**src/rtl/atm_consts.vh**
```
// Purpose: offsets, field positions, reset values for accumulator/timebase/mux registers
// Assumes: 8-bit register port, byte addresses
// Notes: definitions only
`ifndef ATM_CONSTS_VH
`define ATM_CONSTS_VH
`define ATM_ADDR_ACC_COND_A 8'he1
`define ATM_ADDR_ACC_COND_B 8'he2
`define ATM_ADDR_DB_ONE 8'he4
`define ATM_ADDR_DB_TWO 8'he5
`define ATM_ADDR_TB_CTRL 8'he9
`define ATM_ADDR_S1_NEG 8'heb
`define ATM_ADDR_S1_POS 8'hec
`define ATM_ADDR_S2_NEG 8'hed
`define ATM_ADDR_S2_POS 8'hee
`define ATM_RST_ACC_COND 8'h00
`define ATM_RST_DB 8'h00
`define ATM_RST_TB_CTRL 8'h07
`define ATM_RST_MUX 5'h00
`define ATM_PRE_INTERNAL 3'h7
`define ATM_COND_ALWAYS 2'h0
`define ATM_COND_POS 2'h1
`define ATM_COND_NEG 2'h2
`define ATM_COND_NEVER 2'h3
`define ATM_MUX_GND 5'h00
`define ATM_MUX_LAST_VIN 5'h0c
`define ATM_MUX_RSVD_A 5'h15
`define ATM_MUX_LAST_VALID 5'h17
`define ATM_TB_PRE_LSB 0
`define ATM_TB_DIV_LSB 3
`endif

```
**src/rtl/atm_cond.v**
```verilog
// Purpose: accumulation condition decode for one two-bit field
// Assumes: current is two's complement
// Notes: zero current counts as neither positive nor negative
`timescale 1ns/1ps
`include "atm_consts.vh"
module atm_cond
(
  // Field and sign
  input wire [1:0] cond,
  input wire cur_pos,
  input wire cur_neg,
  // Result
  output reg allow
);
  // Field decode
  always @*
  begin
    case (cond)
      `ATM_COND_ALWAYS: allow = 1'b1;
      `ATM_COND_POS: allow = cur_pos;
      `ATM_COND_NEG: allow = cur_neg;
      default: allow = 1'b0;
    endcase
  end
endmodule

```
**src/rtl/atm_regs.v**
```verilog
// Purpose: accumulator condition, deadband, timebase and slot mux registers
// Assumes: synchronous 8-bit register port; one-cycle sample strobe
// Notes: accumulator datapath lives outside; this block issues enables
`timescale 1ns/1ps
`include "atm_consts.vh"
module atm_regs
(
  // Clock and reset
  input wire ref_clk,
  input wire reset_n,
  // Register port
  input wire reg_wr,
  input wire reg_rd,
  input wire [7:0] reg_addr,
  input wire [7:0] reg_wdata,
  output reg [7:0] reg_rdata,
  output reg reg_hit,
  // Measurement samples
  input wire sample_valid,
  input wire [19:0] current_one,
  input wire [19:0] current_two,
  // Mode and fast selectors
  input wire fast_mode,
  input wire [4:0] fast_pos_code,
  input wire [4:0] fast_neg_code,
  input wire slot_advance,
  // Accumulator enables
  output reg acc_charge_one,
  output reg acc_energy_one,
  output reg acc_charge_two,
  output reg acc_energy_two,
  output reg acc_sum_charge_one,
  output reg acc_sum_charge_two,
  output reg acc_sum_energy_one,
  output reg acc_sum_energy_two,
  output reg threshold_check,
  // Timebase
  output reg tb_internal,
  output reg [2:0] tb_prescale,
  output reg [4:0] tb_divider,
  // Auxiliary channel selectors
  output reg [4:0] positive_selector,
  output reg [4:0] negative_selector,
  output reg selector_connect,
  output reg active_slot
);

  ////////////////////////////////////////////////////////////////////////////
  // Register storage
  reg [7:0] cond_a_q;
  reg [7:0] cond_b_q;
  reg [7:0] db_one_q;
  reg [7:0] db_two_q;
  reg [7:0] tb_ctrl_q;
  reg [4:0] s1_neg_q;
  reg [4:0] s1_pos_q;
  reg [4:0] s2_neg_q;
  reg [4:0] s2_pos_q;
  reg slot_q;

  // Writes; slot registers keep only the low five bits
  always @(posedge ref_clk or negedge reset_n)
  begin
    if (!reset_n)
    begin
      cond_a_q <= `ATM_RST_ACC_COND;
      cond_b_q <= `ATM_RST_ACC_COND;
      db_one_q <= `ATM_RST_DB;
      db_two_q <= `ATM_RST_DB;
      tb_ctrl_q <= `ATM_RST_TB_CTRL;
      s1_neg_q <= `ATM_RST_MUX;
      s1_pos_q <= `ATM_RST_MUX;
      s2_neg_q <= `ATM_RST_MUX;
      s2_pos_q <= `ATM_RST_MUX;
    end
    else if (reg_wr)
    begin
      if (reg_addr == `ATM_ADDR_ACC_COND_A)
        cond_a_q <= reg_wdata;
      else if (reg_addr == `ATM_ADDR_ACC_COND_B)
        cond_b_q <= reg_wdata;
      else if (reg_addr == `ATM_ADDR_DB_ONE)
        db_one_q <= reg_wdata;
      else if (reg_addr == `ATM_ADDR_DB_TWO)
        db_two_q <= reg_wdata;
      else if (reg_addr == `ATM_ADDR_TB_CTRL)
        tb_ctrl_q <= reg_wdata;
      else if (reg_addr == `ATM_ADDR_S1_NEG)
        s1_neg_q <= reg_wdata[4:0];
      else if (reg_addr == `ATM_ADDR_S1_POS)
        s1_pos_q <= reg_wdata[4:0];
      else if (reg_addr == `ATM_ADDR_S2_NEG)
        s2_neg_q <= reg_wdata[4:0];
      else if (reg_addr == `ATM_ADDR_S2_POS)
        s2_pos_q <= reg_wdata[4:0];
    end
  end

  ////////////////////////////////////////////////////////////////////////////
  // Read mux
  reg [7:0] rdata_d;
  reg hit_d;

  always @*
  begin
    hit_d = 1'b1;
    rdata_d = 8'h00;
    if (reg_addr == `ATM_ADDR_ACC_COND_A)
      rdata_d = cond_a_q;
    else if (reg_addr == `ATM_ADDR_ACC_COND_B)
      rdata_d = cond_b_q;
    else if (reg_addr == `ATM_ADDR_DB_ONE)
      rdata_d = db_one_q;
    else if (reg_addr == `ATM_ADDR_DB_TWO)
      rdata_d = db_two_q;
    else if (reg_addr == `ATM_ADDR_TB_CTRL)
      rdata_d = tb_ctrl_q;
    else if (reg_addr == `ATM_ADDR_S1_NEG)
      rdata_d = {3'h0, s1_neg_q};
    else if (reg_addr == `ATM_ADDR_S1_POS)
      rdata_d = {3'h0, s1_pos_q};
    else if (reg_addr == `ATM_ADDR_S2_NEG)
      rdata_d = {3'h0, s2_neg_q};
    else if (reg_addr == `ATM_ADDR_S2_POS)
      rdata_d = {3'h0, s2_pos_q};
    else
      hit_d = 1'b0;
  end

  // Read data registered; holds last value when no read
  always @(posedge ref_clk or negedge reset_n)
  begin
    if (!reset_n)
    begin
      reg_rdata <= 8'h00;
      reg_hit <= 1'b0;
    end
    else if (reg_rd)
    begin
      reg_rdata <= rdata_d;
      reg_hit <= hit_d;
    end
  end

  ////////////////////////////////////////////////////////////////////////////
  // Sign and magnitude of each current
  wire pos_one = !current_one[19] && (current_one != 20'h00000);
  wire neg_one = current_one[19];
  wire pos_two = !current_two[19] && (current_two != 20'h00000);
  wire neg_two = current_two[19];
  // Two's complement magnitude; most negative value wraps, still huge in 20 bits
  wire [19:0] mag_one = neg_one ? (~current_one + 20'h00001) : current_one;
  wire [19:0] mag_two = neg_two ? (~current_two + 20'h00001) : current_two;
  // Deadband in current LSB units, zero-extended
  wire above_one = (mag_one >= {12'h000, db_one_q});
  wire above_two = (mag_two >= {12'h000, db_two_q});

  ////////////////////////////////////////////////////////////////////////////
  // Condition decoders, one per field
  wire ok_pair_one;
  wire ok_pair_two;
  wire ok_sc_one;
  wire ok_sc_two;
  wire ok_se_one;
  wire ok_se_two;

  // First control register fields
  atm_cond u_first_pair_cond
  (
    .cond(cond_a_q[1:0]),
    .cur_pos(pos_one),
    .cur_neg(neg_one),
    .allow(ok_pair_one)
  );

  atm_cond u_second_pair_cond
  (
    .cond(cond_a_q[3:2]),
    .cur_pos(pos_two),
    .cur_neg(neg_two),
    .allow(ok_pair_two)
  );

  // Second control register fields
  atm_cond u_sum_charge_cond_cur_one
  (
    .cond(cond_b_q[1:0]),
    .cur_pos(pos_one),
    .cur_neg(neg_one),
    .allow(ok_sc_one)
  );

  atm_cond u_sum_charge_cond_cur_two
  (
    .cond(cond_b_q[3:2]),
    .cur_pos(pos_two),
    .cur_neg(neg_two),
    .allow(ok_sc_two)
  );

  atm_cond u_sum_energy_cond_cur_one
  (
    .cond(cond_b_q[5:4]),
    .cur_pos(pos_one),
    .cur_neg(neg_one),
    .allow(ok_se_one)
  );

  atm_cond u_sum_energy_cond_cur_two
  (
    .cond(cond_b_q[7:6]),
    .cur_pos(pos_two),
    .cur_neg(neg_two),
    .allow(ok_se_two)
  );

  ////////////////////////////////////////////////////////////////////////////
  // Accumulate enables: one-cycle pulses per sample
  reg any_update_d;

  always @*
  begin
    any_update_d = sample_valid &&
      ((above_one && (ok_pair_one || ok_sc_one || ok_se_one)) ||
       (above_two && (ok_pair_two || ok_sc_two || ok_se_two)));
  end

  // Sum enables follow the second control register fields of each current
  always @(posedge ref_clk or negedge reset_n)
  begin
    if (!reset_n)
    begin
      acc_charge_one <= 1'b0;
      acc_energy_one <= 1'b0;
      acc_charge_two <= 1'b0;
      acc_energy_two <= 1'b0;
      acc_sum_charge_one <= 1'b0;
      acc_sum_charge_two <= 1'b0;
      acc_sum_energy_one <= 1'b0;
      acc_sum_energy_two <= 1'b0;
      threshold_check <= 1'b0;
    end
    else
    begin
      acc_charge_one <= sample_valid && above_one && ok_pair_one;
      acc_energy_one <= sample_valid && above_one && ok_pair_one;
      acc_charge_two <= sample_valid && above_two && ok_pair_two;
      acc_energy_two <= sample_valid && above_two && ok_pair_two;
      acc_sum_charge_one <= sample_valid && above_one && ok_sc_one;
      acc_sum_charge_two <= sample_valid && above_two && ok_sc_two;
      acc_sum_energy_one <= sample_valid && above_one && ok_se_one;
      acc_sum_energy_two <= sample_valid && above_two && ok_se_two;
      // Same cycle as the update so the compare sees fresh totals
      threshold_check <= any_update_d;
    end
  end

  ////////////////////////////////////////////////////////////////////////////
  // Timebase outputs
  always @(posedge ref_clk or negedge reset_n)
  begin
    if (!reset_n)
    begin
      tb_internal <= 1'b1;
      tb_prescale <= `ATM_PRE_INTERNAL;
      tb_divider <= 5'h00;
    end
    else
    begin
      tb_prescale <= tb_ctrl_q[`ATM_TB_PRE_LSB +: 3];
      tb_divider <= tb_ctrl_q[`ATM_TB_DIV_LSB +: 5];
      tb_internal <= (tb_ctrl_q[`ATM_TB_PRE_LSB +: 3] == `ATM_PRE_INTERNAL);
    end
  end

  ////////////////////////////////////////////////////////////////////////////
  // Slot round robin; held at slot one in fast mode
  always @(posedge ref_clk or negedge reset_n)
  begin
    if (!reset_n)
      slot_q <= 1'b0;
    else if (fast_mode)
      slot_q <= 1'b0;
    else if (slot_advance)
      slot_q <= !slot_q;
  end

  // Selector source; fast codes are assumed stable while converting
  reg [4:0] pos_d;
  reg [4:0] neg_d;
  reg valid_d;

  always @*
  begin
    if (fast_mode)
    begin
      pos_d = fast_pos_code;
      neg_d = fast_neg_code;
    end
    else if (slot_q)
    begin
      pos_d = s2_pos_q;
      neg_d = s2_neg_q;
    end
    else
    begin
      pos_d = s1_pos_q;
      neg_d = s1_neg_q;
    end
    // Reserved codes in either selector open the path
    valid_d = (pos_d <= `ATM_MUX_LAST_VALID) && (pos_d != `ATM_MUX_RSVD_A) &&
      (neg_d <= `ATM_MUX_LAST_VALID) && (neg_d != `ATM_MUX_RSVD_A);
  end

  // Independent codes driven to the analog switch decoder
  always @(posedge ref_clk or negedge reset_n)
  begin
    if (!reset_n)
    begin
      positive_selector <= `ATM_MUX_GND;
      negative_selector <= `ATM_MUX_GND;
      selector_connect <= 1'b1;
      active_slot <= 1'b0;
    end
    else
    begin
      positive_selector <= pos_d;
      negative_selector <= neg_d;
      selector_connect <= valid_d;
      active_slot <= slot_q;
    end
  end

endmodule

```
**config.mk**
```make
export PLATFORM = sky130hd
export DESIGN_NAME = atm_regs
export DESIGN_NICKNAME = d
export VERILOG_FILES = /design/src/rtl/atm_cond.v /design/src/rtl/atm_regs.v
export VERILOG_INCLUDE_DIRS = /design/src /design/src/rtl
export SDC_FILE = /design/constraint.sdc
export NUM_CORES = 1
export LEC_CHECK = 0
export ABC_AREA = 1
export BUFFER_PORTS_ARGS = -buffer_cell sky130_fd_sc_hd__buf_2
export CORE_MARGIN = 5
export CORE_UTILIZATION = 51
export CTS_CLUSTER_SIZE = 8
export DETAILED_ROUTE_END_ITERATION = 16
export GPL_TIMING_DRIVEN = 0
export PLACE_DENSITY_LB_ADDON = 0.12
export SYNTH_ARGS = -nofsm -noshare
export SYNTH_HDL_FRONTEND = slang
export SYNTH_HIERARCHICAL = 1
export SYNTH_SLANG_ARGS = --single-unit
```
**constraint.sdc**
```tcl
create_clock -name ref_clk -period 1.7 [get_ports ref_clk]
set_input_delay 0.17 -clock ref_clk [delete_from_list [all_inputs] [get_ports ref_clk]]
set_output_delay 0.17 -clock ref_clk [all_outputs]
set_load 0.05 [all_outputs]
```
Yosys cells after proc, flatten, opt, wreduce, memory -nomap -nowiden
Cells that the tools add are included.
- add/subtract/negate cells: 2
- order comparisons: 4
- equality and inequality tests: 24
- multiplexer cells: 32
- bitwise gates (word level): 10
- reductions and logical operators: 42
- operator list (cell ; count):
    $eq 8x8->1 const B ; 9
    $add 20x1->20 const B ; 2
    $ge 20x8->1 ; 2
    $mux 20 ; 2
    $mux 5 ; 8
    $mux 8 ; 5
    $not 20->20 ; 2
    $reduce_bool 20->1 ; 2
    $pmux 1 s3 ; 6
    $logic_and 1x1->1 ; 16
    $eq 2x1->1 const B ; 6
    $eq 2x2->1 const B ; 6
    $logic_not 2->1 ; 6
    $mux 1 ; 11
    $le 5x5->1 const B ; 2
    $ne 5x5->1 const B ; 2
    $reduce_and 10->1 ; 1
    $reduce_and 9->1 ; 1
    $not 1->1 ; 8
    $reduce_and 8->1 ; 1
    $reduce_and 7->1 ; 1
    $reduce_and 6->1 ; 1
    $logic_or 1x1->1 ; 5
    $reduce_and 5->1 ; 1
    other kinds (6) ; 8
- register bits: 98
- input port bits: 73

Logic depth before layout (Yosys ltp)
Gate-level depths: netlist of run 1.
- depth in word-level cells: 10
- mapped depth: 18

Modules after synthesis
Netlist of run 1, hierarchy kept.
- modules (own cells, without submodules) (module ; times used ; cells each ; area each (sq um) ; sequential area each (sq um)):
    atm_regs ; 1 ; 787 ; 5781.8 ; 2462.4
    atm_cond ; 6 ; 7 ; 26.3 ; 0.0

Least setup slack after synthesis of run 1
No wires, ideal clock.
- path type: input to register
- from: input current_one[19]
- to: register acc_energy_one
- setup time: 116 ps
- arrival time: 2008 ps
- setup slack: -425 ps
- stages: 15
- path buffers: 2
- path through: clkbuf_1 clkbuf_1 nand2_1 o21ai_0 xor2_1 ha_1 a21oi_1 o21a_1 nand3_1 nor2_1 nand3_1 nor2_1 nand4_1 nand2_1 nor2_1
- longest elaborated chain between the ends: 6
- elaborated cells on any way between the ends: 10
- RTL lines (item ; line ; source):
    from (decl) ; atm_regs.v:20 ; input wire [19:0] current_one,
    $not 20->20 ; atm_regs.v:152 ; wire [19:0] mag_one = neg_one ? (~current_one + 20'h00001) : current_one;
    $add 20x1->20 ; atm_regs.v:152 ;
    $mux 20 ; atm_regs.v:152 ;
    $ge 20x8->1 ; atm_regs.v:155 ; wire above_one = (mag_one >= {12'h000, db_one_q});
    $logic_and 1x1->1 ; atm_regs.v:246 ; acc_energy_one <= sample_valid && above_one && ok_pair_one;
    $logic_and 1x1->1 (*) ; atm_regs.v:246 ;
    to (signal assigned) ; atm_regs.v:246 ;
    to (decl) ; atm_regs.v:29 ; output reg acc_energy_one,
Mark *: on every way between the ends. The rest lies on a longest branch, timed or not.
A chain may end at the register's enable or synchronous reset.

Worst setup path after layout of run 1
- from: input current_two[5]
- to: register acc_sum_charge_two
- longest elaborated chain between the ends: 6
- elaborated cells on any way between the ends: 9
- RTL lines (item ; line ; source):
    from (decl) ; atm_regs.v:21 ; input wire [19:0] current_two,
    $not 20->20 ; atm_regs.v:153 ; wire [19:0] mag_two = neg_two ? (~current_two + 20'h00001) : current_two;
    $add 20x1->20 ; atm_regs.v:153 ;
    $mux 20 ; atm_regs.v:153 ;
    $ge 20x8->1 ; atm_regs.v:156 ; wire above_two = (mag_two >= {12'h000, db_two_q});
    $logic_and 1x1->1 ; atm_regs.v:250 ; acc_sum_charge_two <= sample_valid && above_two && ok_sc_two;
    $logic_and 1x1->1 (*) ; atm_regs.v:250 ;
    to (signal assigned) ; atm_regs.v:250 ;
    to (decl) ; atm_regs.v:33 ; output reg acc_sum_charge_two,
Marked as above.

==> impl_metrics.tcl, run 1 <==
set metrics [dict create \
    cp.arrival_ps 2120 \
    synth_nets 920 \
    crit_type "input port to flip-flop" \
    cts.sinks 98 \
    clkSlewWorstSetupHoldPaths_ps 70 \
    fmax_mhz 533 \
    ir_worst_vdd_v 0.000516 \
    cp-start-kind "input port" \
    cp_max_fo 3 \
    tightest_slew_ps 603 \
    ys_top_cells_by_area "dfrtp_1 (38%), nand2_1 (16%), inv_1 (7.5%)" \
    syn_inst 829 \
    required_ps 1950 \
    final_cells 1114 \
    cts_buffers 9 \
    die_w_um 118 \
    highest_layer "met4" \
    slew_headroom 0.594 \
    wl_per_cell_um 14.2 \
    die_area_mm2 0.0139 \
    m1WireLength_mm 7.13 \
    vias_per_cell 5.15 \
    io_buffer_count 109 \
    synth_largest_area_cell "dfrtp_1" \
    period_share 1.10 \
    dp_cells 1082 \
    place_hpwl_mm 11.7 \
    end_kind "flip-flop" \
    skew_ps 12.3 \
    utilization 0.646 \
    synth_top_area_frac 0.379 \
    place_congestion 0.889 \
    grt_start_max_net_pins 55 \
    period_needed_ps 1880 \
    track_usage 0.229 \
    synth_area_mm2 0.00594 \
    synthDistinctLibCells 43 \
    cts-htree-levels 3 \
    postRouteAntennaNets 0 \
    antennaDiodeCount 0 \
    synth_flop_cell "dfrtp_1" \
    rows 39 \
    synthArstFlopShare 1.00 \
    ys_seq_area_frac 0.415 \
    synth_edf_count 0 \
    wl_met2_mm 7.50 \
    layout-drive-gt1-share 0.241 \
    antenna_found_initial 0 \
    grt_pass1_wl_mm 26.3 \
    clockBufferDepth 2 \
    maxSlewViolCount 0 \
    die_h_um 118 \
    hold_violations 0 \
    io-pin-count 112 \
    wl_mm 15.8 \
    maxCapViolations 0 \
    grt_pass1_vias 5514 \
    cts_tree "built" \
    rsz0062_at_grt "yes" \
    final_nets 1057 \
    yosys_register_bits 98 \
    hold_class "input port to flip-flop" \
    clock-root-buffer "clkbuf_16" \
    clock_latency_ps 360 \
    wl_met3_um 901 \
    failed_checks "negative setup slack" \
    vias 5732 \
    postSynthAreaPerCell_um2 7.16 \
    p_leak_nw 3.85 \
    status "finished, violations left" \
    finalWorstSetupSlack_ps -176 \
    drt-initial-drc-count 414 \
    grt_overflow 0 \
    route.detailed.drc 0 \
    yosysWarnings 6 \
    setup_viol 7 \
    drt_first_pass_iters 5 \
    area_growth_syn_to_layout_pct 24.2 \
    design.core.area_mm2 0.0114 \
    initial_utilization 0.520 \
    power_density_mw_per_mm2 774 \
]
[cells by family (layout without fill, tap and decap cells)]
group,count (synthesis),in the layout,share of synthesized area
buf+inv,142,284,0.0942
flops,98,98,0.415
compound gates,134,134,0.124
fa+ha+maj,18,18,0.0379
xor+xnor,14,14,0.0206
simple gates,423,423,0.309
[layout make-up]
class / count / area [µm²]
clock buffers: 9 / 225
repair buffers: 127 / 749
flip-flops and latches: 98 / 2460
well taps: 143 / 179
fillers: 1075 / 4040
inverters: 124 / 480
clock inverters: 7 / 82.6
plain buffers: 17 / 119
multi-input cells: 589 / 3080
[metrics by stage]
step / TNS, ps / worst slack, ps / power [W] / instance area [µm²] / hold WS, ps
6_report: -1010 / -176 / 0.00572 / 7380 / 83.1
5_1_grt: -2460 / -376 / 0.00600 / 7380 / 112
4_1_cts: -1090 / -209 / 0.00572 / 7300 / 80.1
3_5_place_dp: -5170 / -771 / 0.00357 / 6780 / 216
3_3_place_gp: -50630 / -753 / 0.00354 / 6750 / 356
2_1_floorplan: -1420 / -251 / 0.00321 / 6030 / -126
[sequential cells by signal (all words and copies together) (netlist names), 3 cells and up]
register           cells
negative_selector      5
tb_divider             5
positive_selector      5
reg_rdata              8
cond_b_q               8
s1_pos_q               5
tb_prescale            3
s2_neg_q               5
db_two_q               8
tb_ctrl_q              8
s2_pos_q               5
db_one_q               8
s1_neg_q               5
cond_a_q               8
[critical path, cell delays in order]
cell and delay, ps:
buf_2 110, inv_1 140, nand2_2 100, o21ai_4 180, xor2_2 150, ha_1 260, nand2_1 70, inv_1 50
o21ai_2 110, nand3_1 70, nor2_1 90, nand3_1 80, nor2_1 110, nand2_1 90, nor2_2 100, nand3_2 100
nand2_2 100, nor2_1 50
[power by group]
part | leakage [nW] | total (W) | switching (W) | internal, W
combinational | 2.41 | 0.00107 | 0.000700 | 0.000375
clock | 0.145 | 0.00211 | 0.000946 | 0.00116
sequential | 1.29 | 0.00253 | 0.0000807 | 0.00245
[cells in the final DEF (no fill, tap or decap), types with 3 or more instances in the layout]
cell       count
nand2_1      247
inv_1        112
buf_2        109
dfrtp_1       90
o21ai_0       72
nor2_1        71
nand3_1       49
a21oi_1       28
buf_4         19
ha_1          16
o21ai_2       12
nand2_2       12
xor2_1        11
clkbuf_16     10
inv_2          8
dfstp_2        8
nor2_2         7
o21ai_1        7
nor3_1         6
nand4_1        5
buf_6          5
inv_6          4
nor2_4         4
nand3_2        4
nand2_4        3
nand3_4        3
nand3b_1       3
a221oi_1       3
[what timing repair did]
item | in CTS | in global routing
pin swaps | 22 | 8
gates cloned | 0 | 0
endpoints found under the hold margin | 38 | 0
resized for setup | 27 | 20
hold buffers | 2 | 0
buffers inserted | 14 | 1
endpoints found under the setup margin | 7 | 8
[routing by layer]
layer	GRT usage	vias to the layer above
met1	0.311	2661
li1	-	2896
met4	0.0746	0
met5	0	-
met3	0.0360	23
met2	0.374	152
[cells in the mapped netlist (3+ instances only)]
| cell type | instances |
|---|---|
| nand2_1 | 252 |
| inv_1 | 118 |
| dfrtp_1 | 90 |
| o21ai_0 | 78 |
| nor2_1 | 77 |
| nand3_1 | 52 |
| a21oi_1 | 29 |
| ha_1 | 18 |
| xor2_1 | 13 |
| nand2_2 | 9 |
| dfstp_2 | 8 |
| buf_2 | 7 |
| clkbuf_1 | 7 |
| o21ai_1 | 7 |
| o21ai_2 | 7 |
| nor3_1 | 6 |
| inv_2 | 5 |
| nand4_1 | 5 |
| a221oi_1 | 3 |
| nand3b_1 | 3 |
| nor2_2 | 3 |
| nor3_2 | 3 |
[worst paths after layout]
check	start	to	slack [ps]	cells past startpoint
max	current_two[5]	acc_sum_charge_two	-180	18
max in group asynchronous	reset_n	tb_ctrl_q[0]	630	3
max reg2reg	db_two_q[6]	acc_sum_charge_two	-170	14
min reg2reg	tb_ctrl_q[0]	tb_prescale[0]	400	0
min in group asynchronous	reset_n	s1_pos_q[1]	380	2
min	fast_neg_code[3]	negative_selector[3]	80	3
Note: power is estimated with default switching activity, not from simulation.
==> run 2: changes to the inputs <==
Settings changed: CORE_UTILIZATION 51 to 60, RECOVER_POWER set to 50.
Clock period 1.7 ns to 2.35 ns, I/O delays scaled along.
==> run 2 against run 1 <==
The flow now finishes without violations. Combinational power is 33% lower. Final cell count is 2.2% lower. Non-clock buffer count is 15 lower. Sequential power is 28% lower. Critical endpoint is now acc_sum_energy_two. Total power is 35% lower. Clock power is 45% lower. Register-to-register slack better by 630 ps.
==> impl_metrics.tcl, run 2 (synthesis gave the netlist of run 1 again) <==
set metrics [dict create \
    r2r_end "acc_sum_energy_two" \
    final_cells 1089 \
    dp_cells 1072 \
    maxCapViolations 0 \
    worst-r2r-setup-slack_ps 460 \
    design.core.area_mm2 0.00973 \
    switching_share 0.321 \
    initial_utilization 0.610 \
    hold_class "input port to flip-flop" \
    grt_start_max_net_pins 56 \
    p_comb_frac 0.193 \
    stdcell_area_mm2 0.00691 \
    die_w_um 109 \
    clock_latency_ps 380 \
    period_needed_ps 2070 \
    antennaDiodeCount 0 \
    power_density_mw_per_mm2 535 \
    route.detailed.drc 0 \
    cp.arrival_ps 2340 \
    place_congestion 0.895 \
    area_growth_syn_to_layout_pct 16.3 \
    status "complete, no violations" \
    drt_first_pass_iters 5 \
    period_share 0.882 \
    track_usage 0.272 \
    grt_pass1_vias 5570 \
    end_kind "flip-flop" \
    worstRegToRegCells 14 \
    place_area_mm2 0.00668 \
    io_buffer_count 109 \
    die_h_um 109 \
    vias 5914 \
    required_ps 2610 \
    p_sw_w 0.00119 \
    io-pin-count 112 \
    crit_start "current_two[0]" \
    rows 36 \
    clockBufferDepth 2 \
    die_area_mm2 0.0120 \
    endpoint "acc_sum_energy_two" \
    cp_max_fo 3 \
    fmax_mhz 482 \
    cts-htree-levels 3 \
    seqPwrFrac 0.494 \
    final_cell_mix "nand2_1 (251), inv_1 (118), buf_2 (108), dfrtp_1 (90), nor2_1 (77)" \
    slew_headroom 0.311 \
    drt-initial-drc-count 358 \
    clock-root-buffer "clkbuf_8" \
    final_nets 1042 \
    vias_per_cell 5.43 \
    ir_worst_vdd_v 0.000370 \
    p_leak_nw 3.66 \
    antenna_found_initial 0 \
    grt_overflow 0 \
    layout_commonest_cell "nand2_1" \
    wl_mm 15.8 \
    cts_tree "built" \
    grt_pass1_wl_mm 25.8 \
    internal_power_w 0.00251 \
    postRouteAntennaNets 0 \
    setup_viol 0 \
    r2r_start "db_two_q[7]" \
    cts.sinks 98 \
    utilization 0.710 \
    place_hpwl_mm 12.3 \
    layout-drive-gt1-share 0.189 \
    clkSlewWorstSetupHoldPaths_ps 110 \
    wl_per_cell_um 14.5 \
    skew_ps 16.3 \
    tightest_slew_ps 1030 \
    cts_buffers 9 \
    clockPowerShare 0.312 \
    hold_violations 0 \
    crit_type "input port to flip-flop" \
    cp-start-kind "input port" \
    maxSlewViolCount 0 \
]
==> run 2: cell count changes in the layout (fill, tap and decap cells not counted), sizes merged <==
cell,change
buf,-23
clkbuf,+9
clkinv,+1
clkinvlp,-1
dlygate4sd3,-1
==> run 2: through the flow <==
stage	setup TNS, ps	hold slack [ps]	total power [W]	setup slack, ps
3_5_place_dp	-2460	261	0.00257	-399
4_1_cts	0	24.0	0.00371	60.5
6_report	0	31.2	0.00370	276
3_3_place_gp	-2140	379	0.00253	-364
5_1_grt	-32.4	35.7	0.00387	-18.2
2_1_floorplan	0	-60.6	0.00230	160
==> run 2: critical path, stage by stage <==
cell,delay [ps]
buf_2,120
inv_1,80
ha_2,200
nand3_2,100
o21ai_2,130
xor2_1,170
ha_1,270
nand2_1,70
inv_1,30
o21ai_1,110
nand3_1,90
nor2_1,100
nand3_1,70
nor2_1,110
nand2_1,80
nor2_2,90
nand3_2,110
nand2_2,110
nor2_1,40
==> run 2: worst min path at each step <==
stage,startpoint,end,cells past startpoint
floorplan,reset_n,acc_energy_one,0
global route,slot_advance,slot_q,2
finish,slot_advance,slot_q,2
global placement,slot_q,active_slot,0
CTS,slot_advance,slot_q,2
detailed placement,reset_n,tb_divider[1],1
==> run 2: final cells by class <==
class / count / area (µm²)
tap: 133 / 166
timing repair buffer: 113 / 568
buffer: 16 / 85.1
sequential: 98 / 2460
fill: 861 / 2820
clock inverter: 7 / 85.1
inverter: 124 / 468
multi-input combinational: 589 / 2950
clock buffer: 9 / 124
==> run 2: power by group through the flow <==
stage          sequential, W  combinational, W  clock (W)
6_report             0.00183          0.000715    0.00115
5_1_grt              0.00184          0.000803    0.00123
4_1_cts              0.00183          0.000717    0.00116
3_5_place_dp         0.00186          0.000711          0
3_3_place_gp         0.00186          0.000678          0
2_1_floorplan        0.00196          0.000346          0
==> run 2: per-layer routing <==
layer,GRT usage,share of wire
met2,0.475,0.49
met4,0.0757,0.017
met1,0.352,0.43
met5,0,0
met3,0.0423,0.063
==> run 2: repair_timing <==
action                     CTS  global route
setup buffers                0             2
hold buffers                 1             0
gates resized for setup      1            12
setup endpoints to repair    4             7
pin swaps                    0             7
hold endpoints to repair    40             0
==> run 3: changes to the inputs <==
Settings changed: CELL_PAD_IN_SITES_DETAIL_PLACEMENT set to 1, CELL_PAD_IN_SITES_GLOBAL_PLACEMENT set to 2, CORE_UTILIZATION 60 to 34.
==> run 3 against run 2 <==
Sequential share of layout area fell by 1.1 points. Critical path depth fell by 3. Routed wire length rose by 20%.
==> impl_metrics.tcl, run 3 (synthesis gave the netlist of run 1 again) <==
set metrics [dict create \
    status "complete, no violations" \
    route.detailed.drc 0 \
    layout_commonest_cell "nand2_1" \
    io_buffer_count 109 \
    period_needed_ps 2080 \
    die_h_um 142 \
    die_w_um 142 \
    vias_per_cell 4.91 \
    io-pin-count 112 \
    place_congestion 0.849 \
    clockBufferDepth 2 \
    endpoint "threshold_check" \
    p_total_w 0.00410 \
    min-delay-start "slot_advance" \
    cts-htree-levels 3 \
    clock-root-buffer "clkbuf_16" \
    setup_viol 0 \
    wl_per_cell_um 16.1 \
    final_cell_mix "nand2_1 (251), inv_1 (118), dfrtp_1 (90), buf_2 (83), nor2_1 (76)" \
    cp.arrival_ps 2320 \
    cpLargestDelayFamily "simple AND/OR/NAND/NOR gates" \
    required_ps 2590 \
    drt-initial-drc-count 257 \
    grt_pass1_wl_mm 31.5 \
    layout-drive-gt1-share 0.166 \
    p_leak_nw 3.63 \
    maxSlewViolCount 0 \
    cp.depth 16 \
    grt_overflow 0 \
    final_nets 1043 \
    tightest_slew_ps 1220 \
    drt_first_pass_iters 4 \
    skew_ps 14.3 \
    maxCapViolations 0 \
    path_common_cell "nand3_1" \
    power_density_mw_per_mm2 575 \
    rows 48 \
    worst-r2r-setup-slack_ps 400 \
    fmax_mhz 480 \
    place_area_mm2 0.00680 \
    grt_pass1_vias 6318 \
    worstRegToRegCells 13 \
    period_share 0.886 \
    initial_utilization 0.345 \
    crit_type "input port to flip-flop" \
    path_buf_inv 2 \
    cp_max_fo 4 \
    design.core.area_mm2 0.0172 \
    vias 5808 \
    place_hpwl_mm 15.2 \
    r2r_start "db_one_q[7]" \
    critPathSlowestCell "ha_1" \
    hold_violations 0 \
    max_stage_delay_ps 270 \
    antennaDiodeCount 0 \
    cp-start-kind "input port" \
    cts.sinks 98 \
    clkSlewWorstSetupHoldPaths_ps 70 \
    ir_worst_vdd_v 0.000444 \
    wl_mm 19.1 \
    antenna_found_initial 0 \
    postRouteAntennaNets 0 \
    grt_start_max_net_pins 53 \
    crit_path_cell_trace "buf_2 > nor3_4 > inv_1 > o31ai_1 > xor2_1 > ha_1 > nand3_1 > nand3_1 > nor2_1 > nand3_1 > nor2_1 > nand2_1 > nor2_2 > nand3_2 > nand3_1 > nand2_1" \
    hold_class "input port to flip-flop" \
    cts_buffers 9 \
    stdcell_area_mm2 0.00713 \
    slew_headroom 0.188 \
    clock_latency_ps 350 \
    r2r_end "acc_sum_charge_one" \
    cts_tree "built" \
    crit_start "current_two[1]" \
    die_area_mm2 0.0202 \
    track_usage 0.194 \
    area_growth_syn_to_layout_pct 20.1 \
    end_kind "flip-flop" \
]
## run 3: cell count changes in the layout (fill, tap and decap cells not counted), sizes merged
cell / change
clkbuf: +23
buf: -22
clkinvlp: -1
inv: +1
## run 3: power breakdown
group | total [W] | internal (W) | switching, W | leakage (nW)
logic | 0.000731 | 0.000226 | 0.000505 | 2.19
clock network | 0.00154 | 0.000845 | 0.000691 | 0.153
registers | 0.00183 | 0.00177 | 0.0000612 | 1.29
## run 3: through the flow
stage | setup WS, ps | hold WS [ps] | util | cells | TNS [ps]
detailed placement | -637 | 289 | 0.394 | 1164 | -3660
global placement | -506 | 386 | 0.393 | 1163 | -2960
global route | -1.83 | 63.6 | 0.414 | 1182 | -1.83
CTS | 2.44 | 57.4 | 0.412 | 1179 | 0
finish | 268 | 66.6 | 0.414 | 1182 | 0
floorplan | 160 | -60.6 | - | 829 | 0
## run 3: worst reg2reg max path: cells and delay by family, from the launching register on
family          cells  cell delay [ps]
flops               1              410
compound gates      1              130
fa+ha+maj           1              310
simple gates        9              880
buf+inv             2              110
## run 3: per-layer routing
layer	part of all wire	vias to the layer above	global-route usage
li1	-	2877	-
met1	0.44	2821	0.245
met2	0.51	94	0.352
met3	0.033	16	0.0296
met4	0.013	0	0.0399
met5	0	-	0
## run 3: what timing repair did
item                       CTS  global route
setup buffers                0             3
gates resized for setup      1            18
pin swaps                    0             5
hold endpoints to repair    38             0
setup endpoints to repair    7             7
hold buffers                 1             0
## run 3: worst min path at each step
stage / to / cells after the start
floorplan: acc_energy_one / 0
global placement: tb_prescale[2] / 0
detailed placement: slot_q / 1
CTS: slot_q / 2
global route: slot_q / 2
finish: slot_q / 2
## run 3: area by class of cell
class                   instances  area [µm²]
plain buffers                  16        91.3
clock buffers                   9         225
clock inverters                 7        81.3
fillers                      2254       10100
inverters                     124         468
multi-input cells             589        2960
flip-flops and latches         98        2460
well taps                     225         282
repair buffers                114         566
